### src/core/lcps_pkg.sv
// Constants and types shared by the LCD common pin select block
// How it works
// - Line 5 LCD only at duty 1/5..1/16
// - Line 6 LCD only at duty 1/6..1/16
// - Line 7 LCD only at duty 1/7..1/16
// - Line 8 LCD only at duty 1/8..1/16
// - Line 9 LCD only at duty 1/9..1/16
// - Line 10 LCD only at duty 1/10..1/16
// - Line 11 LCD only at duty 1/11..1/16
// - Line 12 LCD only at duty 1/12..1/16
// - Line 13 LCD only at duty 1/13..1/16
// - Line 14 general use is push-pull only
// - Line 15 LCD only at duty 1/15..1/16
// - Line 16 LCD only at duty 1/16
// - Program memory split in half-K steps
package lcps_pkg;
    // ------------------------------------------------------------
    // Sizes
    // ------------------------------------------------------------
    localparam int LCPS_LINES = 12;
    localparam int LCPS_DUTY_W = 5;
    localparam int LCPS_MEM_W = 6;
    // ------------------------------------------------------------
    // Line numbering and duty limits
    // ------------------------------------------------------------
    localparam logic [4:0] LCPS_FIRST_LINE = 5'h05;
    localparam logic [4:0] LCPS_DUTY_MIN = 5'h04;
    localparam logic [4:0] LCPS_DUTY_MAX = 5'h10;
    // ------------------------------------------------------------
    // Role encodings, two bits per line
    // ------------------------------------------------------------
    localparam logic [1:0] LCPS_ROLE_LCD = 2'h0;
    localparam logic [1:0] LCPS_ROLE_PP = 2'h1;
    localparam logic [1:0] LCPS_ROLE_OD = 2'h2;
    // Lines on which open-drain is offered; line 14 (bit 9) has none
    localparam logic [11:0] LCPS_OD_OK = 12'hdff;
    // ------------------------------------------------------------
    // Memory split
    // ------------------------------------------------------------
    localparam logic [5:0] LCPS_MEM_STEPS = 6'h20;
    localparam logic [6:0] LCPS_INSTR_BASE_HALFK = 7'h20;
    localparam logic [5:0] LCPS_TABLE_MAX_KB = 6'h20;
    // ------------------------------------------------------------
    // Values after reset
    // ------------------------------------------------------------
    localparam logic [11:0] LCPS_RST_LINES = 12'h000;
    localparam logic [23:0] LCPS_RST_ROLES = 24'h000000;
    localparam logic [4:0] LCPS_RST_DUTY = 5'h00;
    localparam logic [5:0] LCPS_RST_MEM = 6'h00;
    localparam logic [6:0] LCPS_RST_INSTR = 7'h00;
    // ------------------------------------------------------------
    // Configuration sequencer
    // ------------------------------------------------------------
    typedef enum {LCPS_CAPTURE, LCPS_CHECK, LCPS_RUN} lcps_state_t;
endpackage : lcps_pkg

### src/core/lcps_pin_cell.sv
// One output line: drives LCD common, push-pull or open-drain output
`timescale 1ns/100ps
module lcps_pin_cell (
    input wire logic CLK_I,
    input wire logic RST_N_I,
    input wire logic en_i,
    input wire logic [1:0] role_i,
    input wire logic gp_data_i,
    input wire logic lcd_data_i,
    output logic pin_o,
    output logic pin_oe_o
);
    import lcps_pkg::*;

    logic out_reg;
    logic out_next;
    logic oe_reg;
    logic oe_next;

    // ------------------------------------------------------------
    // Drive selection
    // ------------------------------------------------------------
    always_comb begin
        out_next = 1'b0;
        oe_next = 1'b0;
        if (en_i) begin
            case (role_i)
                LCPS_ROLE_LCD: begin
                    out_next = lcd_data_i;
                    oe_next = 1'b1;
                end
                LCPS_ROLE_PP: begin
                    out_next = gp_data_i;
                    oe_next = 1'b1;
                end
                LCPS_ROLE_OD: begin
                    // Only the high level is driven, low lets the pin float
                    out_next = gp_data_i;
                    oe_next = gp_data_i;
                end
                default: begin
                    out_next = 1'b0;
                    oe_next = 1'b0;
                end
            endcase
        end
    end

    always_ff @(posedge CLK_I or negedge RST_N_I) begin
        if (!RST_N_I) begin
            out_reg <= 1'b0;
            oe_reg <= 1'b0;
        end else begin
            out_reg <= out_next;
            oe_reg <= oe_next;
        end
    end

    assign pin_o = out_reg;
    assign pin_oe_o = oe_reg;
endmodule : lcps_pin_cell

### src/core/lcps_top.sv
// LCD common pin select: role of lines 5..16 and program memory split
`timescale 1ns/100ps
module lcps_top #(
    parameter int LINES = lcps_pkg::LCPS_LINES
) (
    input wire logic CLK_I,
    input wire logic RST_N_I,
    input wire logic [lcps_pkg::LCPS_DUTY_W-1:0] DUTY_I,
    input wire logic [2*LINES-1:0] ROLE_SEL_I,
    input wire logic [lcps_pkg::LCPS_MEM_W-1:0] MEM_SPLIT_I,
    input wire logic [LINES-1:0] GP_DATA_I,
    input wire logic [LINES-1:0] LCD_COM_I,
    output logic [LINES-1:0] PIN_O,
    output logic [LINES-1:0] PIN_OE_O,
    output logic [LINES-1:0] LINE_LCD_O,
    output logic [LINES-1:0] LINE_FAULT_O,
    output logic DUTY_FAULT_O,
    output logic MEM_FAULT_O,
    output logic CFG_ERROR_O,
    output logic CFG_READY_O,
    output logic CFG_CHANGED_O,
    output logic [6:0] INSTR_HALFK_O,
    output logic [5:0] TABLE_KBYTES_O
);
    import lcps_pkg::*;

    // ------------------------------------------------------------
    // Functions
    // ------------------------------------------------------------
    // True when a line may carry the LCD common signal at a duty
    function automatic logic lcd_allowed(
        input logic [4:0] line_num,
        input logic [4:0] duty
    );
        return (duty >= line_num);
    endfunction : lcd_allowed

    // True when a line is left free for general output at a duty
    function automatic logic general_allowed(
        input logic [4:0] line_num,
        input logic [4:0] duty
    );
        return (duty < line_num);
    endfunction : general_allowed

    // True when a role is allowed on a line at a duty
    function automatic logic role_ok(
        input logic [4:0] line_num,
        input logic [4:0] duty,
        input logic [1:0] role,
        input logic od_offered
    );
        logic ok;
        ok = 1'b0;
        case (role)
            LCPS_ROLE_LCD: ok = lcd_allowed(line_num, duty);
            LCPS_ROLE_PP: ok = general_allowed(line_num, duty);
            LCPS_ROLE_OD: ok = general_allowed(line_num, duty) && od_offered;
            default: ok = 1'b0;
        endcase
        return ok;
    endfunction : role_ok

    // True when a duty denominator is one that the LCD driver offers
    function automatic logic duty_ok(input logic [4:0] duty);
        return (duty >= LCPS_DUTY_MIN) && (duty <= LCPS_DUTY_MAX);
    endfunction : duty_ok

    // ------------------------------------------------------------
    // State
    // ------------------------------------------------------------
    lcps_state_t state_reg;
    lcps_state_t state_next;
    logic [4:0] duty_reg;
    logic [2*LINES-1:0] role_reg;
    logic [5:0] mem_reg;
    logic [LINES-1:0] fault_reg;
    logic [LINES-1:0] lcd_reg;
    logic duty_fault_reg;
    logic mem_fault_reg;
    logic changed_reg;
    logic [6:0] instr_reg;
    logic [5:0] table_reg;

    // ------------------------------------------------------------
    // Decoding of the held configuration
    // ------------------------------------------------------------
    wire capture_en = (state_reg == LCPS_CAPTURE);
    wire check_en = (state_reg == LCPS_CHECK);
    wire run_en = (state_reg == LCPS_RUN);
    wire duty_bad = !duty_ok(duty_reg);
    wire mem_bad = (mem_reg > LCPS_MEM_STEPS);
    wire [LINES-1:0] line_bad;
    wire [LINES-1:0] line_lcd;
    wire [LINES-1:0] line_en;
    // Any duty, role or split input that moves after capture is noted, never applied
    wire cfg_moved = (DUTY_I != duty_reg) || (ROLE_SEL_I != role_reg)
        || (MEM_SPLIT_I != mem_reg);
    wire [6:0] instr_calc = LCPS_INSTR_BASE_HALFK + {1'b0, mem_reg};
    wire [5:0] table_calc = LCPS_TABLE_MAX_KB - mem_reg;

    // Line i is common line LCPS_FIRST_LINE+i; each one shares the same test
    // Index 0, line 5
    // Index 1, line 6
    // Index 2, line 7
    // Index 3, line 8
    // Index 4, line 9
    // Index 5, line 10
    // Index 6, line 11
    // Index 7, line 12
    // Index 8, line 13
    // Index 9, line 14, general use without open-drain
    // Index 10, line 15
    // Index 11, line 16
    genvar gi;
    generate
        for (gi = 0; gi < LINES; gi++) begin : g_line
            localparam logic [4:0] LINE_NUM = LCPS_FIRST_LINE + 5'(gi);
            wire [1:0] role_w = role_reg[2*gi +: 2];
            // Line 14 has no open-drain option at all
            assign line_bad[gi] = duty_bad
                || !role_ok(LINE_NUM, duty_reg, role_w, LCPS_OD_OK[gi]);
            assign line_lcd[gi] = (role_w == LCPS_ROLE_LCD);
            // A rejected line floats rather than fight the panel
            assign line_en[gi] = run_en && !fault_reg[gi];

            lcps_pin_cell lcps_pin_cell_i (
                .CLK_I(CLK_I),
                .RST_N_I(RST_N_I),
                .en_i(line_en[gi]),
                .role_i(role_w),
                .gp_data_i(GP_DATA_I[gi]),
                .lcd_data_i(LCD_COM_I[gi]),
                .pin_o(PIN_O[gi]),
                .pin_oe_o(PIN_OE_O[gi])
            );
        end
    endgenerate

    // ------------------------------------------------------------
    // Configuration sequencer
    // ------------------------------------------------------------
    always_comb begin
        state_next = state_reg;
        case (state_reg)
            LCPS_CAPTURE: state_next = LCPS_CHECK;
            LCPS_CHECK: state_next = LCPS_RUN;
            LCPS_RUN: state_next = LCPS_RUN;
            default: state_next = LCPS_CAPTURE;
        endcase
    end

    always_ff @(posedge CLK_I or negedge RST_N_I) begin
        if (!RST_N_I) begin
            state_reg <= LCPS_CAPTURE;
        end else begin
            state_reg <= state_next;
        end
    end

    // ------------------------------------------------------------
    // Capture once after reset, then hold
    // ------------------------------------------------------------
    always_ff @(posedge CLK_I or negedge RST_N_I) begin
        if (!RST_N_I) begin
            duty_reg <= LCPS_RST_DUTY;
            role_reg <= LCPS_RST_ROLES;
            mem_reg <= LCPS_RST_MEM;
        end else if (capture_en) begin
            duty_reg <= DUTY_I;
            role_reg <= ROLE_SEL_I;
            mem_reg <= MEM_SPLIT_I;
        end
    end

    // ------------------------------------------------------------
    // Check results
    // ------------------------------------------------------------
    always_ff @(posedge CLK_I or negedge RST_N_I) begin
        if (!RST_N_I) begin
            fault_reg <= LCPS_RST_LINES;
            lcd_reg <= LCPS_RST_LINES;
            duty_fault_reg <= 1'b0;
            mem_fault_reg <= 1'b0;
        end else if (check_en) begin
            fault_reg <= line_bad;
            lcd_reg <= line_lcd & ~line_bad;
            duty_fault_reg <= duty_bad;
            mem_fault_reg <= mem_bad;
        end
    end

    // ------------------------------------------------------------
    // Memory split
    // ------------------------------------------------------------
    always_ff @(posedge CLK_I or negedge RST_N_I) begin
        if (!RST_N_I) begin
            instr_reg <= LCPS_RST_INSTR;
            table_reg <= LCPS_RST_MEM;
        end else if (check_en) begin
            // A rejected split publishes nothing
            instr_reg <= mem_bad ? LCPS_RST_INSTR : instr_calc;
            table_reg <= mem_bad ? LCPS_RST_MEM : table_calc;
        end
    end

    // ------------------------------------------------------------
    // Run-time change monitor
    // ------------------------------------------------------------
    always_ff @(posedge CLK_I or negedge RST_N_I) begin
        if (!RST_N_I) begin
            changed_reg <= 1'b0;
        end else if (!capture_en && cfg_moved) begin
            changed_reg <= 1'b1;
        end
    end

    // ------------------------------------------------------------
    // Status outputs
    // ------------------------------------------------------------
    assign LINE_FAULT_O = fault_reg;
    assign LINE_LCD_O = lcd_reg;
    assign DUTY_FAULT_O = duty_fault_reg;
    assign MEM_FAULT_O = mem_fault_reg;
    assign CFG_ERROR_O = duty_fault_reg || mem_fault_reg || (|fault_reg);
    assign CFG_READY_O = run_en;
    assign CFG_CHANGED_O = changed_reg;
    assign INSTR_HALFK_O = instr_reg;
    assign TABLE_KBYTES_O = table_reg;
endmodule : lcps_top

### config.mk
export PLATFORM = sky130hd
export DESIGN_NAME = lcps_top
export DESIGN_NICKNAME = d
export VERILOG_FILES = /design/src/core/lcps_pkg.sv /design/src/core/lcps_pin_cell.sv /design/src/core/lcps_top.sv
export SDC_FILE = /design/constraint.sdc
export NUM_CORES = 1
export LEC_CHECK = 0
export BUFFER_PORTS_ARGS = -buffer_cell sky130_fd_sc_hd__buf_2
export CAP_MARGIN = 20
export CORE_MARGIN = 2
export CORE_UTILIZATION = 30
export DETAILED_ROUTE_END_ITERATION = 8
export PLACE_DENSITY_LB_ADDON = 0.3
export SYNTH_ARGS = -nofsm -noshare
export SYNTH_HDL_FRONTEND = slang
export SYNTH_HIERARCHICAL = 1
export SYNTH_SLANG_ARGS = --single-unit
### constraint.sdc
create_clock -name CLK_I -period 2.28 [get_ports CLK_I]
set_input_delay 0.228 -clock CLK_I [delete_from_list [all_inputs] [get_ports CLK_I]]
set_output_delay 0.228 -clock CLK_I [all_outputs]
set_load 0.02 [all_outputs]
======== Yosys cells after proc, flatten, opt, wreduce, memory -nomap -nowiden ========
Cells that the tools add are included.
storage, ports and cells
  register bits ........................... 131
  input port bits ......................... 61
  output and inout bits ................... 66
  word-level logic and storage cells ...... 256
cells by class
  $add $sub $neg .......................... 2
  $lt $le $gt $ge ......................... 27
  equality and inequality tests ........... 31
  mux-type cells .......................... 63
  bitwise logic cells ..................... 2
  reduce and logical (&&, ||, !) cells .... 96
operators with widths
  cell                   number
  $pmux W1 S2            36
  $eq A32 B2 Y1 const B  2
  $logic_not A32 Y1      2
  $reduce_or A2 Y1       25
  $ge A5 B4 Y1 const B   8
  $lt A5 B4 Y1 const B   8
  $eq A32 B1 Y1 const B  1
  $eq A32 B3 Y1 const B  1
  $logic_not A1 Y1       26
  $eq A2 B1 Y1 const B   12
  $eq A2 B2 Y1 const B   12
  $logic_not A2 Y1       12
  $mux W1                24
  $ne A24 B24 Y1         1
  $ge A5 B3 Y1 const B   4
  $logic_or A1 B1 Y1     16
  $lt A5 B3 Y1 const B   3
  $logic_and A1 B1 Y1    14
  $and A12 B12 Y12       1
  $not A12 Y12           1
  $reduce_or A12 Y1      1
  $add A6 B6 Y7 const A  1
  $mux W7                1
  $gt A6 B6 Y1 const B   1
  other kinds (8)        8

======== Depth between registers and ports, before layout ========
  word-level depth ........................ 7
  depth in mapped cells ................... 7
  mapped depth without buffers ............ 6

======== By module ========
Netlist, hierarchy kept.
by module, submodules not included
  module         times used  cells each  area an instance (sq um)  seq. area each (sq um)
  lcps_top       1           402         4162.7                    1901.8
  lcps_pin_cell  12          13          141.4                     50.0

======== Worst setup path after synthesis ========
No wires, ideal clock.
  path kind ............................... reg-to-reg
  from .................................... register duty_reg[0]
  to ...................................... register fault_reg[9] (netlist: LINE_FAULT_O[9])
  library setup time ...................... 0.126 ns
  arrival time ............................ 1.551 ns
  data required time ...................... 2.154 ns
  slack ................................... 0.602 ns
  stages on the path, launching flop included .. 7
  path buffers ............................ 2
  period minus slack after synthesis ...... 1.678 ns
  path through ............................ dfrtp_1 > buf_6 > or3_4 > o22ai_4 > nand2_4 > buf_6 > o32a_1
on the way
  word-level cells in the longest chain between the ends .. 4
ends and longest elaborated chain
  item                                                       RTL line                         text
  start, declared                                            lcps_top.sv:74                   logic [4:0] duty_reg;
  start signal, assigned                                     lcps_top.sv:166                  duty_reg <= LCPS_RST_DUTY;
  start signal, assigned                                     lcps_top.sv:170                  duty_reg <= DUTY_I;
  $lt A5 B4 Y1, or another cell as far along                 -
  $pmux W1 S2 / $logic_and A1 B1 Y1 (equally long branches)  lcps_top.sv:55, lcps_top.sv:66
  $logic_not A1 Y1, on equally long branches                 lcps_top.sv:122, lcps_top.sv:91
  $logic_or A1 B1 Y1 (*)                                     lcps_top.sv:122                  || !role_ok(LINE_NUM, duty_reg, role_w, LCPS_OD_OK[gi]);
  end signal, assigned                                       lcps_top.sv:186                  fault_reg <= line_bad;
  end, declared                                              lcps_top.sv:77                   logic [LINES-1:0] fault_reg;
Mark *: on every way between the ends. The rest lies on a longest branch, timed or not.
A chain may end at the register's enable or synchronous reset.

======== Worst setup path in the final report ========
  from .................................... register duty_reg[1]
  to ...................................... register fault_reg[2] (netlist: LINE_FAULT_O[2])
on the way
  word-level cells in the longest chain between the ends .. 4
ends and longest elaborated chain
  item                                                       RTL line                         text
  $lt A5 B3 Y1, or another cell as far along                 lcps_top.sv:43                   return (duty < line_num);
  $pmux W1 S2 / $logic_and A1 B1 Y1 (equally long branches)  lcps_top.sv:55, lcps_top.sv:66
  $logic_not A1 Y1, on equally long branches                 lcps_top.sv:122, lcps_top.sv:91
  $logic_or A1 B1 Y1 (*)                                     lcps_top.sv:122
Marks and branches as above.

==> metrics.csv <==
stage,metric,value,unit
floorplan,Core Box Area,19330,um^2
detailed_routing,# DRC,0,
global_routing,grt total ovfl,0,
synthesis,Synth area leaders,"dfrtp_1, ha_1, xnor2_1, inv_1, o21ai_0",
setup_path,r2r setup slk,0.39,ns
detailed_routing,total routed wirelength,14550,um
synthesis,Yosys top cell by area,dfrtp_1,
placement,placed insts,935,
floorplan,die area,20670,um^2
synthesis,yosys warns,6,
placement,Port Buffers,126,
detailed_routing,initial DRC count,170,
setup_path,Crit Path Category,reg -> reg,
floorplan,number of core rows,51,
outcome,status,"complete, no violations",
flow_run,Max Cap Viol,0,
synthesis,post-synth cell types,47,
synthesis,"Primary FF master, synth",dfrtp_1,
setup_path,CP Capture Type,flip-flop,
placement,dpl hpwl,11500,um
cts,Longest Clk Path Bufs,2,
power,Flop pwr share,44.0,%
synthesis,cell area after synthesis,5859,um^2
global_routing,initial antenna violation count,2,
cts,CTS buffer count,9,
detailed_routing,via count,4237,
timing,Slew headroom,63.50,%
synthesis,"Seq/Total Area, Yosys",42.71,%
cells_and_area,max FFs per register,24,
timing,final period utilization,82.92,%
timing,Worst-Margin Slew,0.5474,ns
cells_and_area,fin cells,952,
synthesis,number of enable flip-flop cells after synthesis,0,
cts,post-CTS setup buffer count,0,
synthesis,Cells after Synth,558,
setup_path,worst endpoint required time,2.52,ns
detailed_routing,drt wl/cell,15.28,um
floorplan,Initial Util,30.30,%
min_path,Hold Crit Class,in -> reg,
power,P_leak,3.453,nW
timing,Fin Hold WS,0.1034,ns
timing,post-layout minimum cycle time,1.891,ns
timing,maximum clock frequency,528.9,MHz
placement,routability cong.,0.7861,
global_routing,GRT Util Overall,14.74,%
timing,RSZ-0062 raised after global routing,false,
global_routing,wire length of the first global-routing pass,22660,um
global_routing,largest net degree at the start of global routing,42,
power,Sw Share,25.04,%
cells_and_area,Final #Nets,818,
cts,CTS tree,done,
synthesis,syn_nets,694,
power,peak supply drop,407.9,uV
power,NetSw,1.108,mW
timing,final setup vio count,0,
synthesis,"Avg Cell Area, Syn",10.50,um^2
cells_and_area,layout cells sized above 1,27.37,%
setup_path,WP data arrival,2.13,ns
synthesis,most common cell in the netlist,dfrtp_1,
cells_and_area,Layout area overhead,22.40,%
detailed_routing,Routed Antenna Nets,0,
synthesis,Synth top cells by count,"dfrtp_1, ha_1, inv_1, o21ai_0",
cts,clock sinks,100,
detailed_routing,Pre-antenna DRT Iters,4,
cells_and_area,antenna cells,0,
floorplan,overall die width,143.8,um
timing,setup tns final,0,ns
global_routing,number of global-route vias before repair,4191,
timing,Final Hold Fails,0,
floorplan,Ports,127,
cts,H-tree Lvls,3,
synthesis,asr flop ratio synth,100.0,%
power,cell internal pwr,3.319,mW
detailed_routing,Via density,4.451,
setup_path,CP Max Fanout,23,
power,pwr/cell area,617.3,nW/um^2
timing,"Slew Viols, Final",0,
setup_path,startpoint types,flip-flop,
power,combinational power share,13.0,%
cts,CTS Root Buffer Type,clkbuf_16,
synthesis,#FFs+latches synth,100,
synthesis,Synth top area share,42.71,%
power,clock power share,43.1,%
cts,clk slew on worst S/H paths,0.07,ns
cts,worst skew pair latency,0.36,ns
floorplan,die height,143.8,um
timing,Clock Skews,0.005176,ns
through the flow:
step                      setup WS, ns  power (mW)  utilization (%)  instance area, um^2
final                           0.3894       4.427            37.09                 7172
after global routing            0.3162       4.640            37.09                 7172
after CTS                       0.3831       4.497            37.09                 7172
after detailed placement        0.3899       2.563            35.15                 6795
after global placement          0.4362       2.560            35.15                 6795
after floorplan                 0.6024       2.308                -                 5859
power groups by stage:
| stage | logic, mW | clock network [mW] | registers [mW] |
|---|---|---|---|
| after floorplan | 0.312 | 0 | 2.00 |
| after global placement | 0.579 | 0 | 1.98 |
| after detailed placement | 0.582 | 0 | 1.98 |
| after CTS | 0.587 | 1.96 | 1.95 |
| after global routing | 0.647 | 2.03 | 1.96 |
| final | 0.574 | 1.91 | 1.95 |
cell families (layout without fill, tap and decap cells):
| family | Yosys count | after routing | share of synthesized area [%] |
|---|---|---|---|
| and+or+nand+nor | 126 | 126 | 10.70 |
| DFF | 100 | 100 | 42.71 |
| AOI/OAI and AO/OA | 108 | 108 | 14.88 |
| adders and majority gates | 75 | 75 | 16.02 |
| xor gates and xnor gates | 37 | 37 | 5.531 |
| muxes | 21 | 21 | 3.844 |
| buffers and inverters | 91 | 220 | 6.321 |
cell type report:
cell class | count | area [um^2]
tap | 265 | 331.6
sequential | 100 | 2502
multi-input combinational | 367 | 2989
clock inverter | 4 | 120.1
fill | 1970 | 12160
inverter | 67 | 251.5
timing repair buffer | 137 | 730.7
clock buffer | 12 | 246.5
worst max-delay path, stage by stage (launching register included):
cell,delay [ns]
dfrtp_1,0.50
or3_4,0.45
o22ai_4,0.19
nand2_4,0.21
o32a_2,0.42
layout by cell type, fill, tap and decap left out, drive strengths merged, types with 2 or more instances in the layout:
cell type / instances
clkbuf: 12
bufinv: 4
nor4: 5
or3: 2
mux2i: 9
nand2: 36
a22oi: 12
ha: 75
nor2: 35
nand4: 11
nor3: 2
nor2b: 12
xor2: 2
o2bb2ai: 2
o41ai: 4
nand3b: 3
o32ai: 7
a211oi: 13
o32a: 11
a31oi: 3
dfrtp: 100
o21ai: 36
buf: 136
a21o: 4
xnor2: 35
a21oi: 4
nand2b: 18
a22o: 4
inv: 67
mux2: 12
metal layers:
| metal | up-vias | global-route usage, % | wire length, um | part of all wire (%) |
|---|---|---|---|---|
| met5 | - | 0 | 27 | 0.19 |
| met4 | 4 | 3.560 | 191 | 1.3 |
| met3 | 17 | 4.765 | 870 | 6.0 |
| met2 | 91 | 22.98 | 6723 | 46 |
| met1 | 1977 | 19.85 | 6734 | 46 |
| li1 | 2148 | - | - | - |
final timing paths:
path	to	start	cells past startpoint
setup / recovery	LINE_FAULT_O[2]	duty_reg[1]	4
hold / removal	role_reg[15]	ROLE_SEL_I[15]	3
setup reg to reg	LINE_FAULT_O[2]	duty_reg[1]	4
hold reg to reg	LINE_LCD_O[9]	LINE_LCD_O[9]	2
max in group asynchronous	role_reg[12]	RST_N_I	3
min in group asynchronous	role_reg[20]	RST_N_I	2
timing repair:
action                    CTS  global route
resized for setup           0             0
hold endpoints to repair   21             0
hold buffers                1             0
Note: power is estimated with default switching activity, not from simulation.
